`src/hw/eeprom_pkg.sv`:
```
// shared constants, opcodes and state encodings of the serial eeprom command port
// assumes one system clock at 125 MHz; all pins are asynchronous to it
// Behaviour
// - status pin low while programming, then high
// - status pin variant shows no polling on output
// - tolerate last address bit against dummy bit
// - ready shown until a start bit arrives
// - only rising shift clock edges act
// - polling needs no shift clock activity
// - after last address bit drive low dummy
// - dummy launched on edge sampling last address bit
// - sequential read continues at next address
// - sequential read wraps from top to zero
// - only first sequential word has dummy bit
// - erase sets contents to all ones
// - erase has no data field, data ones
// - all-ops use first two address bits
// - falling select starts the erase
// - programming finishes within 10 ms
// - write overwrites word; write-all fills memory
// - write carries full data; start variant dependent
// - leading zeros ignored; first one starts
// - width select high 16-bit, low 8-bit
// - polling output low busy, high ready

package eeprom_pkg;

	// ==========================================================
	// word and address geometry
	localparam int DATA_W   = 16;
	localparam int BYTE_W   = 8;
	localparam int ADDR_W16 = 6;
	localparam int OPC_W    = 2;
	localparam int CNT_W    = 5;

	// ==========================================================
	// instruction encodings
	localparam logic [1:0] OP_EXT    = 2'h0;
	localparam logic [1:0] OP_WRITE  = 2'h1;
	localparam logic [1:0] OP_READ   = 2'h2;
	localparam logic [1:0] OP_ERASE  = 2'h3;
	localparam logic [1:0] EXT_WRALL = 2'h1;
	localparam logic [1:0] EXT_ERALL = 2'h2;

	localparam logic [DATA_W-1:0] ERASED_WORD = 16'hffff;
	localparam logic [1:0]        LANE_LO     = 2'h1;
	localparam logic [1:0]        LANE_HI     = 2'h2;
	localparam logic [1:0]        LANE_ALL    = 2'h3;
	localparam logic [1:0]        LOAD_START  = 2'h2;

	// ==========================================================
	// pin vector positions for the synchroniser
	localparam int PIN_CS  = 0;
	localparam int PIN_SK  = 1;
	localparam int PIN_DI  = 2;
	localparam int PIN_ORG = 3;
	localparam int PIN_N   = 4;

	// ==========================================================
	// timing
	localparam int CLK_PERIOD_NS = 8;
	localparam int NS_PER_MS     = 1000000;
	localparam int PROG_TIME_MS  = 10;
	// longest time, so the division rounds down
	localparam int PROG_CYCLES   = PROG_TIME_MS * NS_PER_MS / CLK_PERIOD_NS;

	// ==========================================================
	// states
	typedef enum logic [2:0] {
		ST_IDLE  = 3'h0,
		ST_OPC   = 3'h1,
		ST_ADDR  = 3'h3,
		ST_RDATA = 3'h2,
		ST_WDATA = 3'h6,
		ST_HOLD  = 3'h7
	} cmd_state_t;

	typedef enum logic [1:0] {
		PK_WRITE = 2'h0,
		PK_ERASE = 2'h1,
		PK_WRALL = 2'h2,
		PK_ERALL = 2'h3
	} prog_kind_t;

endpackage : eeprom_pkg

```
`src/hw/pin_sync.sv`:
```
// two-stage synchroniser for a vector of asynchronous pins
// assumes each bit is an independent level; no bus coherence
`timescale 1ns/10ps
`default_nettype none

module pin_sync #(
	parameter int W = 4
) (
	input  wire logic         clk_sys_i,
	input  wire logic         rst_i,
	input  wire logic [W-1:0] pins_i,
	output logic      [W-1:0] pins_o
);
	typedef struct packed {
		logic [W-1:0] meta;
		logic [W-1:0] stable;
	} sync_t;

	sync_t r;
	sync_t n;

	always_comb begin
		n        = r;
		n.meta   = pins_i;
		n.stable = r.meta;
	end

	always_ff @(posedge clk_sys_i or posedge rst_i) begin
		if (rst_i) begin
			r <= '0;
		end else begin
			r <= n;
		end
	end

	assign pins_o = r.stable;

endmodule : pin_sync
`default_nettype wire

```
`src/hw/eeprom_array.sv`:
```
// word-wide storage array with byte lane enables and registered read data
// assumes write and read addresses share one port; contents start undefined
`timescale 1ns/10ps
`default_nettype none

module eeprom_array #(
	parameter int DATA_W = 16,
	parameter int AW     = 6
) (
	input  wire logic              clk_sys_i,
	input  wire logic              rst_i,
	input  wire logic              we_i,
	input  wire logic [1:0]        lanes_i,
	input  wire logic [AW-1:0]     addr_i,
	input  wire logic [DATA_W-1:0] wdata_i,
	output logic      [DATA_W-1:0] rdata_o
);
	localparam int HALF = DATA_W / 2;

	logic [DATA_W-1:0] mem [0:(1<<AW)-1];

	// storage is not reset: real cells keep their value over a reset
	always_ff @(posedge clk_sys_i) begin
		if (we_i && lanes_i[0]) begin
			mem[addr_i][HALF-1:0] <= wdata_i[HALF-1:0];
		end
		if (we_i && lanes_i[1]) begin
			mem[addr_i][DATA_W-1:HALF] <= wdata_i[DATA_W-1:HALF];
		end
	end

	always_ff @(posedge clk_sys_i or posedge rst_i) begin
		if (rst_i) begin
			rdata_o <= '0;
		end else begin
			rdata_o <= mem[addr_i];
		end
	end

endmodule : eeprom_array
`default_nettype wire

```
`src/hw/eeprom_cmd_port.sv`:
```
// serial command port of a small eeprom: instruction decode, read-out,
// self-timed erase and write cycles, ready/busy on output or status pin
// assumes all pins asynchronous to clk_sys_i; host keeps its own rules
`timescale 1ns/10ps
`default_nettype none

module eeprom_cmd_port
	import eeprom_pkg::*;
#(
	parameter bit HAS_STATUS_PIN  = 1'b0,
	parameter bit SEQ_READ        = 1'b1,
	parameter bit PROG_ON_CS_FALL = 1'b1,
	parameter int AW              = eeprom_pkg::ADDR_W16,
	parameter int PROG_CYCLES     = eeprom_pkg::PROG_CYCLES
) (
	input  wire logic clk_sys_i,
	input  wire logic rst_i,
	input  wire logic cs_i,
	input  wire logic shift_clock_in_i,
	input  wire logic serial_in_i,
	input  wire logic word_width_select_i,
	output logic      data_out_o,
	output logic      data_out_oe_n_o,
	output logic      status_o
);
	import eeprom_pkg::*;

	// ==========================================================
	// derived sizes
	localparam int BAW   = AW + 1;
	localparam int WORDS = 1 << AW;
	localparam int PCW   = $clog2(PROG_CYCLES + 1);

	localparam logic [CNT_W-1:0] ALAST16 = CNT_W'(AW - 1);
	localparam logic [CNT_W-1:0] ALAST8  = CNT_W'(AW);
	localparam logic [CNT_W-1:0] WLAST16 = CNT_W'(DATA_W - 1);
	localparam logic [CNT_W-1:0] WLAST8  = CNT_W'(BYTE_W - 1);
	localparam logic [CNT_W-1:0] OPLAST  = CNT_W'(OPC_W - 1);
	localparam logic [PCW-1:0]   PLAST   = PCW'(PROG_CYCLES - 1);
	localparam logic [PCW-1:0]   PWORDS  = PCW'(WORDS);

	typedef struct packed {
		cmd_state_t        st;
		logic              cs_q;
		logic              sk_q;
		logic              org16;
		logic [OPC_W-1:0]  opc;
		logic [CNT_W-1:0]  cnt;
		logic [BAW-1:0]    addr;
		logic [DATA_W-1:0] sh;
		logic [1:0]        load;
		logic              armed;
		prog_kind_t        kind;
		logic              busy;
		logic              poll;
		logic [PCW-1:0]    pcnt;
		prog_kind_t        pkind;
		logic [BAW-1:0]    paddr;
		logic [DATA_W-1:0] pdata;
		logic              porg16;
		logic              dout;
		logic              doe_n;
		logic              status;
	} state_t;

	localparam state_t RST_VAL = '{
		st:      ST_IDLE,
		kind:    PK_WRITE,
		pkind:   PK_WRITE,
		doe_n:   1'b1,
		status:  1'b1,
		default: '0
	};

	// ==========================================================
	// address helpers; 8-bit mode keeps the byte select in bit 0
	function automatic logic [AW-1:0] word_of(input logic [BAW-1:0] a, input logic org16);
		word_of = org16 ? a[AW-1:0] : a[AW:1];
	endfunction : word_of

	function automatic logic [1:0] lanes_of(input logic [BAW-1:0] a, input logic org16);
		lanes_of = org16 ? LANE_ALL : (a[0] ? LANE_HI : LANE_LO);
	endfunction : lanes_of

	function automatic logic [BAW-1:0] next_addr(input logic [BAW-1:0] a, input logic org16);
		logic [AW-1:0] lo;
		lo = a[AW-1:0] + 1'b1;
		next_addr = org16 ? {1'b0, lo} : a + 1'b1;
	endfunction : next_addr

	function automatic logic [1:0] ext_of(input logic [BAW-1:0] a, input logic org16);
		ext_of = org16 ? a[AW-1 -: 2] : a[AW -: 2];
	endfunction : ext_of

	// ==========================================================
	// pin synchronisers
	logic [PIN_N-1:0] pins_s;

	pin_sync #(
		.W (PIN_N)
	) u_sync (
		.clk_sys_i (clk_sys_i),
		.rst_i     (rst_i),
		.pins_i    ({word_width_select_i, serial_in_i, shift_clock_in_i, cs_i}),
		.pins_o    (pins_s)
	);

	logic cs_s;
	logic sk_s;
	logic di_s;
	logic org_s;

	assign cs_s  = pins_s[PIN_CS];
	assign sk_s  = pins_s[PIN_SK];
	assign di_s  = pins_s[PIN_DI];
	assign org_s = pins_s[PIN_ORG];

	// ==========================================================
	// storage
	logic              mem_we;
	logic [1:0]        mem_lanes;
	logic [AW-1:0]     mem_addr;
	logic [DATA_W-1:0] mem_wdata;
	logic [DATA_W-1:0] mem_rdata;

	eeprom_array #(
		.DATA_W (DATA_W),
		.AW     (AW)
	) u_array (
		.clk_sys_i (clk_sys_i),
		.rst_i     (rst_i),
		.we_i      (mem_we),
		.lanes_i   (mem_lanes),
		.addr_i    (mem_addr),
		.wdata_i   (mem_wdata),
		.rdata_o   (mem_rdata)
	);

	// ==========================================================
	// next state
	state_t r;
	state_t n;

	logic             rise;
	logic             cs_fall;
	logic             start;
	logic [BAW-1:0]   na;
	logic [CNT_W-1:0] alast;
	logic [CNT_W-1:0] wlast;

	always_comb begin
		n         = r;
		start     = 1'b0;
		na        = {r.addr[BAW-2:0], di_s};
		alast     = r.org16 ? ALAST16 : ALAST8;
		wlast     = r.org16 ? WLAST16 : WLAST8;
		rise      = sk_s && !r.sk_q && cs_s;
		cs_fall   = r.cs_q && !cs_s;
		n.cs_q    = cs_s;
		n.sk_q    = sk_s;
		mem_we    = 1'b0;
		mem_lanes = LANE_ALL;
		mem_addr  = word_of(r.addr, r.org16);
		mem_wdata = ERASED_WORD;

		// read word arrives two cycles after the address settles
		if (r.load != 2'h0) begin
			n.load = r.load - 2'h1;
			if (r.load == 2'h1) begin
				n.sh = r.org16 ? mem_rdata
					: {(r.addr[0] ? mem_rdata[DATA_W-1:BYTE_W]
						: mem_rdata[BYTE_W-1:0]), {BYTE_W{1'b0}}};
			end
		end

		if (!cs_s) begin
			n.st    = ST_IDLE;
			n.armed = 1'b0;
			n.load  = 2'h0;
			if (cs_fall && !r.busy) begin
				if (r.st == ST_HOLD && r.armed) begin
					start = 1'b1;
				end else if (r.st == ST_WDATA && PROG_ON_CS_FALL) begin
					start = 1'b1;
				end
			end
		end else if (rise) begin
			unique case (r.st)
				ST_IDLE: begin
					// a busy array accepts nothing
					if (di_s && !r.busy) begin
						n.st    = ST_OPC;
						n.cnt   = '0;
						n.addr  = '0;
						n.poll  = 1'b0;
						n.org16 = org_s;
					end
				end
				ST_OPC: begin
					n.opc = {r.opc[0], di_s};
					n.cnt = r.cnt + 1'b1;
					if (r.cnt == OPLAST) begin
						n.st  = ST_ADDR;
						n.cnt = '0;
					end
				end
				ST_ADDR: begin
					n.addr = na;
					n.cnt  = r.cnt + 1'b1;
					if (r.cnt == alast) begin
						n.cnt = '0;
						unique case (r.opc)
							OP_READ: begin
								n.st   = ST_RDATA;
								n.dout = 1'b0;
								n.load = LOAD_START;
							end
							OP_WRITE: begin
								n.st   = ST_WDATA;
								n.kind = PK_WRITE;
							end
							OP_ERASE: begin
								n.st    = ST_HOLD;
								n.armed = 1'b1;
								n.kind  = PK_ERASE;
							end
							OP_EXT: begin
								n.st = ST_HOLD;
								// remaining address bits are don't care
								if (ext_of(na, r.org16) == EXT_WRALL) begin
									n.st   = ST_WDATA;
									n.kind = PK_WRALL;
								end else if (ext_of(na, r.org16) == EXT_ERALL) begin
									n.armed = 1'b1;
									n.kind  = PK_ERALL;
								end
							end
						endcase
					end
				end
				ST_RDATA: begin
					if (r.cnt <= wlast) begin
						n.dout = r.sh[DATA_W-1];
						n.sh   = {r.sh[DATA_W-2:0], 1'b0};
						n.cnt  = r.cnt + 1'b1;
						if (r.cnt == wlast && SEQ_READ) begin
							// next word follows with no dummy bit
							n.addr = next_addr(r.addr, r.org16);
							n.load = LOAD_START;
							n.cnt  = '0;
						end
					end else begin
						// without sequential read the input falls through
						n.dout = di_s;
					end
				end
				ST_WDATA: begin
					// keeps the most recent bits when extra clocks are allowed
					n.sh = {r.sh[DATA_W-2:0], di_s};
					if (r.cnt != wlast) begin
						n.cnt = r.cnt + 1'b1;
					end else if (!PROG_ON_CS_FALL) begin
						n.st  = ST_HOLD;
						start = 1'b1;
					end
				end
				ST_HOLD: begin
				end
				default: begin
					n.st = ST_IDLE;
				end
			endcase
		end

		if (start) begin
			n.busy   = 1'b1;
			n.poll   = 1'b1;
			n.pcnt   = '0;
			n.pkind  = r.kind;
			n.paddr  = r.addr;
			n.porg16 = r.org16;
			n.pdata  = (r.kind == PK_ERASE || r.kind == PK_ERALL) ? ERASED_WORD : n.sh;
		end

		// self-timed cycle: stores first, then waits out the full time
		if (r.busy) begin
			n.pcnt = r.pcnt + 1'b1;
			if (r.pkind == PK_WRALL || r.pkind == PK_ERALL) begin
				mem_we   = (r.pcnt < PWORDS);
				mem_addr = r.pcnt[AW-1:0];
			end else begin
				mem_we    = (r.pcnt == '0);
				mem_addr  = word_of(r.paddr, r.porg16);
				mem_lanes = lanes_of(r.paddr, r.porg16);
			end
			mem_wdata = r.porg16 ? r.pdata : {2{r.pdata[BYTE_W-1:0]}};
			if (r.pcnt == PLAST) begin
				n.busy = 1'b0;
			end
		end

		// polling works from select alone, no clock needed
		if (n.poll && !HAS_STATUS_PIN && cs_s) begin
			n.dout = !n.busy;
		end
		n.doe_n  = !(cs_s && ((n.poll && !HAS_STATUS_PIN) || n.st == ST_RDATA));
		n.status = HAS_STATUS_PIN ? !n.busy : 1'b1;
	end

	always_ff @(posedge clk_sys_i or posedge rst_i) begin
		if (rst_i) begin
			r <= RST_VAL;
		end else begin
			r <= n;
		end
	end

	// ==========================================================
	// outputs
	assign data_out_o      = r.dout;
	assign data_out_oe_n_o = r.doe_n;
	assign status_o        = r.status;

endmodule : eeprom_cmd_port
`default_nettype wire

```
`config.mk`:
```
export PLATFORM = sky130hd
export DESIGN_NAME = eeprom_cmd_port
export DESIGN_NICKNAME = d
export VERILOG_FILES = /design/src/hw/eeprom_pkg.sv /design/src/hw/pin_sync.sv /design/src/hw/eeprom_array.sv /design/src/hw/eeprom_cmd_port.sv
export SDC_FILE = /design/constraint.sdc
export NUM_CORES = 1
export LEC_CHECK = 0
export BUFFER_PORTS_ARGS = -buffer_cell sky130_fd_sc_hd__buf_2
export CORE_MARGIN = 5
export CORE_UTILIZATION = 53
export CTS_BUF_LIST = sky130_fd_sc_hd__clkbuf_16
export CTS_CLUSTER_DIAMETER = 200
export DETAILED_ROUTE_END_ITERATION = 12
export GPL_TIMING_DRIVEN = 0
export MAX_ROUTING_LAYER = met4
export PLACE_DENSITY = 0.67
export SLEW_MARGIN = 20
export SYNTH_ARGS = -nofsm -noshare
export SYNTH_HDL_FRONTEND = slang
export SYNTH_SLANG_ARGS = --single-unit
```
`constraint.sdc`:
```
create_clock -name clk_sys_i -period 3.55 [get_ports clk_sys_i]
set_clock_uncertainty 0.1 [all_clocks]
set_input_delay 0.355 -clock clk_sys_i [delete_from_list [all_inputs] [get_ports clk_sys_i]]
set_output_delay 0.355 -clock clk_sys_i [all_outputs]
set_load 0.005 [all_outputs]
```
-- Word level (Yosys, flattened, before mapping)
Memory sizes are Yosys's and may differ from the RTL's. A register that Yosys moved wholly into a read port is not among the register bits.
Cells that the tools add are included.
- register bits after elaboration: 100
- RAM bits: 1024
- input bits: 6
- output and inout port bits: 3
- logic and storage cells: 175
- memories kept: 1
- $add $sub $neg: 5
- order comparisons: 2
- eq/ne operators: 34
- mux-type cells: 74
- reduce and logical (&&, ||, !) cells: 37
- memories (name ; words ; bits a word ; rd ports ; clocked after Yosys merged registers in ; write ports ; RTL line ; source):
    u_array.mem ; 64 ; 16 ; 1 ; 1 ; 1 ; eeprom_array.sv:20 ; logic [DATA_W-1:0] mem [0:(1<<AW)-1];
- operators by type and width (cell ; count):
    $mux W16 ; 6
    $mux W49 ; 1
    $mux W21 ; 2
    $pmux W16 S2 ; 1
    $mux W30 ; 1
    $pmux W5 S5 ; 1
    $mux W1 ; 24
    $mux W12 ; 2
    $mux W3 ; 8
    $mux W6 ; 4
    $pmux W3 S4 ; 2
    $reduce_and A6 Y1 ; 4
    $add A21 B1 Y21 const B ; 1
    $eq A21 B21 Y1 const B ; 1
    $logic_not A21 Y1 ; 1
    $lt A21 B7 Y1 const B ; 1
    $pmux W7 S3 ; 1
    $mux W5 ; 4
    $mux W18 ; 1
    $mux W2 ; 9
    $ne A3 B3 Y1 const B ; 5
    $eq A2 B2 Y1 const B ; 6
    $ne A2 B2 Y1 const B ; 6
    $logic_and A1 B1 Y1 ; 10
    other kinds (32) ; 50

-- Longest topological paths before layout
- word-level depth: 15
- gate-level depth with buffers: 12
- depth with buffers taken out: 10

-- Cells and area by module
From an unflattened synthesis, not the netlist that was laid out.
- cell total of the unflattened synthesis: 2969
- area total of the unflattened synthesis: 45655.0 µm²
- by module, submodules not included (module ; times used ; cells each ; area each (µm²) ; seq. area each (µm²)):
    eeprom_array ; 1 ; 2377 ; 40218.6 ; 31149.9
    eeprom_cmd_port ; 1 ; 583 ; 5232.5 ; 2278.4
    pin_sync ; 1 ; 9 ; 203.9 ; 200.2

-- Least setup slack after synthesis
Ideal clock, no wire load.
- path kind: register to register
- start: reg r[87] (netlist name)
- end: reg r[12] (netlist name)
- library setup time: 0.122 ns
- arrival time: 2.914 ns
- data required time: 3.328 ns
- path slack: 0.415 ns
- stages on the path, launching flop included: 13
- buffers on the path: 4
- period minus slack after synthesis: 3.135 ns
- cell sequence: dfrtp_1 -> buf_6 -> buf_6 -> clkbuf_1 -> inv_1 -> ha_1 -> a211o_1 -> nand2_1 -> nor2_1 -> nor3_2 -> clkbuf_1 -> mux2_2 -> o22a_1
- RTL lines (item ; RTL line ; source):
    from (decl) ; eeprom_cmd_port.sv:141 ; state_t r;
    from (signal assigned) ; eeprom_cmd_port.sv:314 ; r <= n;

-- Worst setup path in the final report
- start: reg r[87] (netlist name)
- end: reg u_array.rdata_o[9] (read register of u_array.mem)
- word-level cells in the longest chain between the ends: 2
- RTL lines (item ; RTL line ; source):
    $mux W6 ; eeprom_cmd_port.sv:78 ; word_of = org16 ? a[AW-1:0] : a[AW:1];
    $mux W6 ; eeprom_cmd_port.sv:286 ; if (r.busy) begin
    to (decl) ; eeprom_array.sv:16 ; output logic [DATA_W-1:0] rdata_o
Every way passes these cells.
A chain may end at the register's enable or synchronous reset.

==> results.cfg <==
[setup_path]
cp_num_cells = 11
crit_path_start_kind = flop
cp_slowest_stage_delay_ns = 0.70
cp.arrival_ns = 4.14
crit_family = simple AND/OR/NAND/NOR gates
crit_slowest_cell = or4_4
endpoint_kind = flop
critPathBufInv = 4
cp_cell_sequence = buf_6, buf_6, mux2_2, nand2_1, nand2_4, buf_4, buf_4, nand3_1, a32oi_1, o211ai_1, or4_4
crit_fanout = 10
rr_worst_depth = 11
crit_type = flop to flop
required_ns = 4.00

[timing]
min_period_ns = 3.69
slew_violations = 0
fin_ws_ns = -0.136
finalHoldViolCount = 0
max_freq_mhz = 271
worst_pin_slew_ns = 1.29
finalCritPeriodShare_pct = 104
setup_tns_ns = -5.14
slew-limit-headroom_pct = 14.1
hold_ws_ns = 0.109
rsz0062_at_grt = true
setup_violations = 88

[detailed_routing]
vias = 31500
post-route-drc-count = 0
detail-route-antenna-nets = 0
routed_via_density = 6.42
routedWlPerCell_um = 31.2
wl_um = 153000
drt_first_iter_violations = 4859
dr.pass1.iters = 6

[synth]
synth_compound_area_share_pct = 7.14
synthFlopType = edfxtp_1
avgSynthCellArea_sq_um = 13.5
syn-instance-count = 3439
synth_xor_area_share_pct = 0.0189
synth_top_family_by_area = simple AND/OR/NAND/NOR gates
async_flop_share_pct = 10.1
synth_mux_area_share_pct = 5.98
synth_fp_nets = 3458
ys_ff_latch = 1139
syn-cell-area_sq_mm = 0.0464
synth-seq-area-share_pct = 72.4
synth_simple_gate_area_share_pct = 11.7
synth_adder_area_share_pct = 0.350
yosysWarnings = 0
synth_edf_count = 1024
yosysUniqueCellTypes = 81

[worst_hold_path]
min_path_type = input pin to async pin

[power]
ir_drop_uv = 408
power.density_mw_per_mm2 = 467
p_leak_nw = 21.7

[place]
dpl.hpwl_um = 105000
place_congestion = 1.13
dp_slack_ns = -1.90
port_buffers = 7

[clocking]
cts_made_buffers = 115
tritoncts = done
cts_max_path_buffers = 3
clk_pin_slew_ns = 0.05
clock_latency_ns = 0.73
cts_root_buffer = clkbuf_16
htreeDepth = 3
clkSinkCount = 1139

[global_route]
use_met1_pct = 42.8
met3_usage_pct = 9.39
top_usage_layer = met2
grt_pass1_vias = 29900
antenna_found_initial = 7
track_usage_pct = 32.9
grt_max_degree = 80
grt_pass1_wl_um = 215000
met2_usage_pct = 48.7
grt_remaining_overflow = 0

[finish]
drive_gt1_share_pct = 19.6
final_common_cell = edfxtp_1
layout_common_cells = edfxtp_1, nand2_1, mux2i_1
nets = 3673
area_growth_pct = 19.2

[floorplanning]
fp.dieArea_sq_mm = 0.0936
core-area_sq_mm = 0.0869
die_h_um = 306
ios = 9
initial_utilization_pct = 53.4
rows = 108
die_w_um = 306

[outcome]
outcome = complete, but fails checks
violations = negative setup slack

[job]
drv_cap = 0
## cell usage after synthesis (all sizes together), types with 3 or more instances
| cell type | instances | share of area, % |
|---|---|---|
| nand2 | 713 | 5.8 |
| nand3 | 208 | 2.2 |
| o31ai | 8 | 0.13 |
| or3 | 5 | 0.067 |
| a22oi | 28 | 0.48 |
| dfrtp | 114 | 6.1 |
| nand3b | 3 | 0.049 |
| nor2b | 6 | 0.081 |
| o21a | 3 | 0.049 |
| o2bb2ai | 4 | 0.075 |
| and3 | 18 | 0.24 |
| or2 | 5 | 0.067 |
| nor3 | 18 | 0.20 |
| o2111ai | 3 | 0.057 |
| a311o | 3 | 0.065 |
| a222oi | 3 | 0.065 |
| clkbuf | 96 | 0.78 |
| a221o | 5 | 0.11 |
| mux4 | 10 | 0.49 |
| a22o | 6 | 0.11 |
| a211oi | 3 | 0.049 |
| nand2b | 20 | 0.27 |
| and2 | 3 | 0.040 |
| inv | 39 | 0.32 |
| o211ai | 21 | 0.37 |
| o22a | 9 | 0.17 |
| a32oi | 31 | 0.58 |
| a21oi | 163 | 1.8 |
| ha | 13 | 0.35 |
| edfxtp | 1024 | 66 |
| o221ai | 4 | 0.10 |
| o21ai | 76 | 0.82 |
| o22ai | 94 | 1.3 |
| a31oi | 20 | 0.27 |
| mux2 | 34 | 0.86 |
| a2111oi | 3 | 0.11 |
| nand4 | 33 | 0.44 |
| nor2 | 188 | 1.5 |
| nor4 | 27 | 0.36 |
| buf | 109 | 1.2 |
| mux2i | 214 | 4.6 |
| or4 | 17 | 0.27 |
| o211a | 4 | 0.086 |
## per-layer routing
layer	share of wire, %	vias to the layer above
met4	5.6	0
met3	13	387
met1	37	15700
li1	-	13300
met5	0	-
met2	45	2148
## through the flow
stage | utilization, % | power [mW] | instances | cell area [sq um]
global route | 63.7 | 26.5 | 4907 | 55300
finish | 63.7 | 25.9 | 4908 | 55300
global placement | 55.1 | 14.9 | 4601 | 47900
floorplan | - | 14.9 | 3439 | 46400
detailed placement | 55.6 | 14.9 | 4614 | 48300
CTS | 62.6 | 25.9 | 4863 | 54400
## flip-flops by register name, indices dropped and copies added, names as in the netlist
name             cells
u_sync.pins_o        4
data_out_oe_n_o      1
data_out_o           1
u_array.mem       1024
na                   6
r                   83
u_sync.n             4
u_array.rdata_o     16
## area by class of cell
class | count | area [sq um]
clock inverters | 91 | 503
plain buffers | 201 | 1400
flip-flops and latches | 1139 | 33600
well taps | 1155 | 1450
repair buffers | 102 | 1530
clock buffers | 117 | 2930
inverters | 40 | 155
fillers | 6291 | 31500
multi-input cells | 2055 | 13700
diodes | 8 | 20.0
## worst register-to-register path, cell delays in order (launching register included)
cell	delay (ns)
dfrtp_1	0.38
buf_6	0.14
buf_6	0.16
mux2_2	0.28
nand2_1	0.16
nand2_4	0.27
buf_4	0.31
buf_4	0.32
nand3_1	0.11
a32oi_1	0.20
o211ai_1	0.40
or4_4	0.71
## logic make-up after synthesis
kind of cell    Yosys count
xor+xnor                  1
fa+ha+maj                13
buf+inv                 245
compound gates          512
other cells               1
flops                  1139
simple gates           1270
mux                     258
## final timing paths
check | start | end | slack, ns
max in group asynchronous | rst_i | r[14] | 2.54
max | r[87] | u_array.rdata_o[9] | -0.14
min | rst_i | u_sync.pins_o[0] | 0.11
max reg2reg | r[87] | u_array.rdata_o[9] | -0.14
min in group clk_sys_i | serial_in_i | u_sync.n[2] | 0.20
min reg2reg | u_sync.n[0] | u_sync.pins_o[0] | 0.25
## report_power, final
part           leakage (nW)  internal [mW]  switching [mW]  total (mW)
combinational          6.22         0.0852           0.141       0.226
sequential             13.7           14.4          0.0169        14.4
clock                  1.81           6.15            5.05        11.2
total                  21.7           20.7            5.21        25.9
## repair_timing
action | in CTS | in global routing
hold endpoints to repair | 119 | 0
pin swaps | 53 | 50
gates cloned | 0 | 0
hold buffers | 5 | 0
buffers inserted | 40 | 37
setup endpoints to repair | 1581 | 729
resized for setup | 586 | 111
No activity file was read; power rests on OpenSTA's default activity.
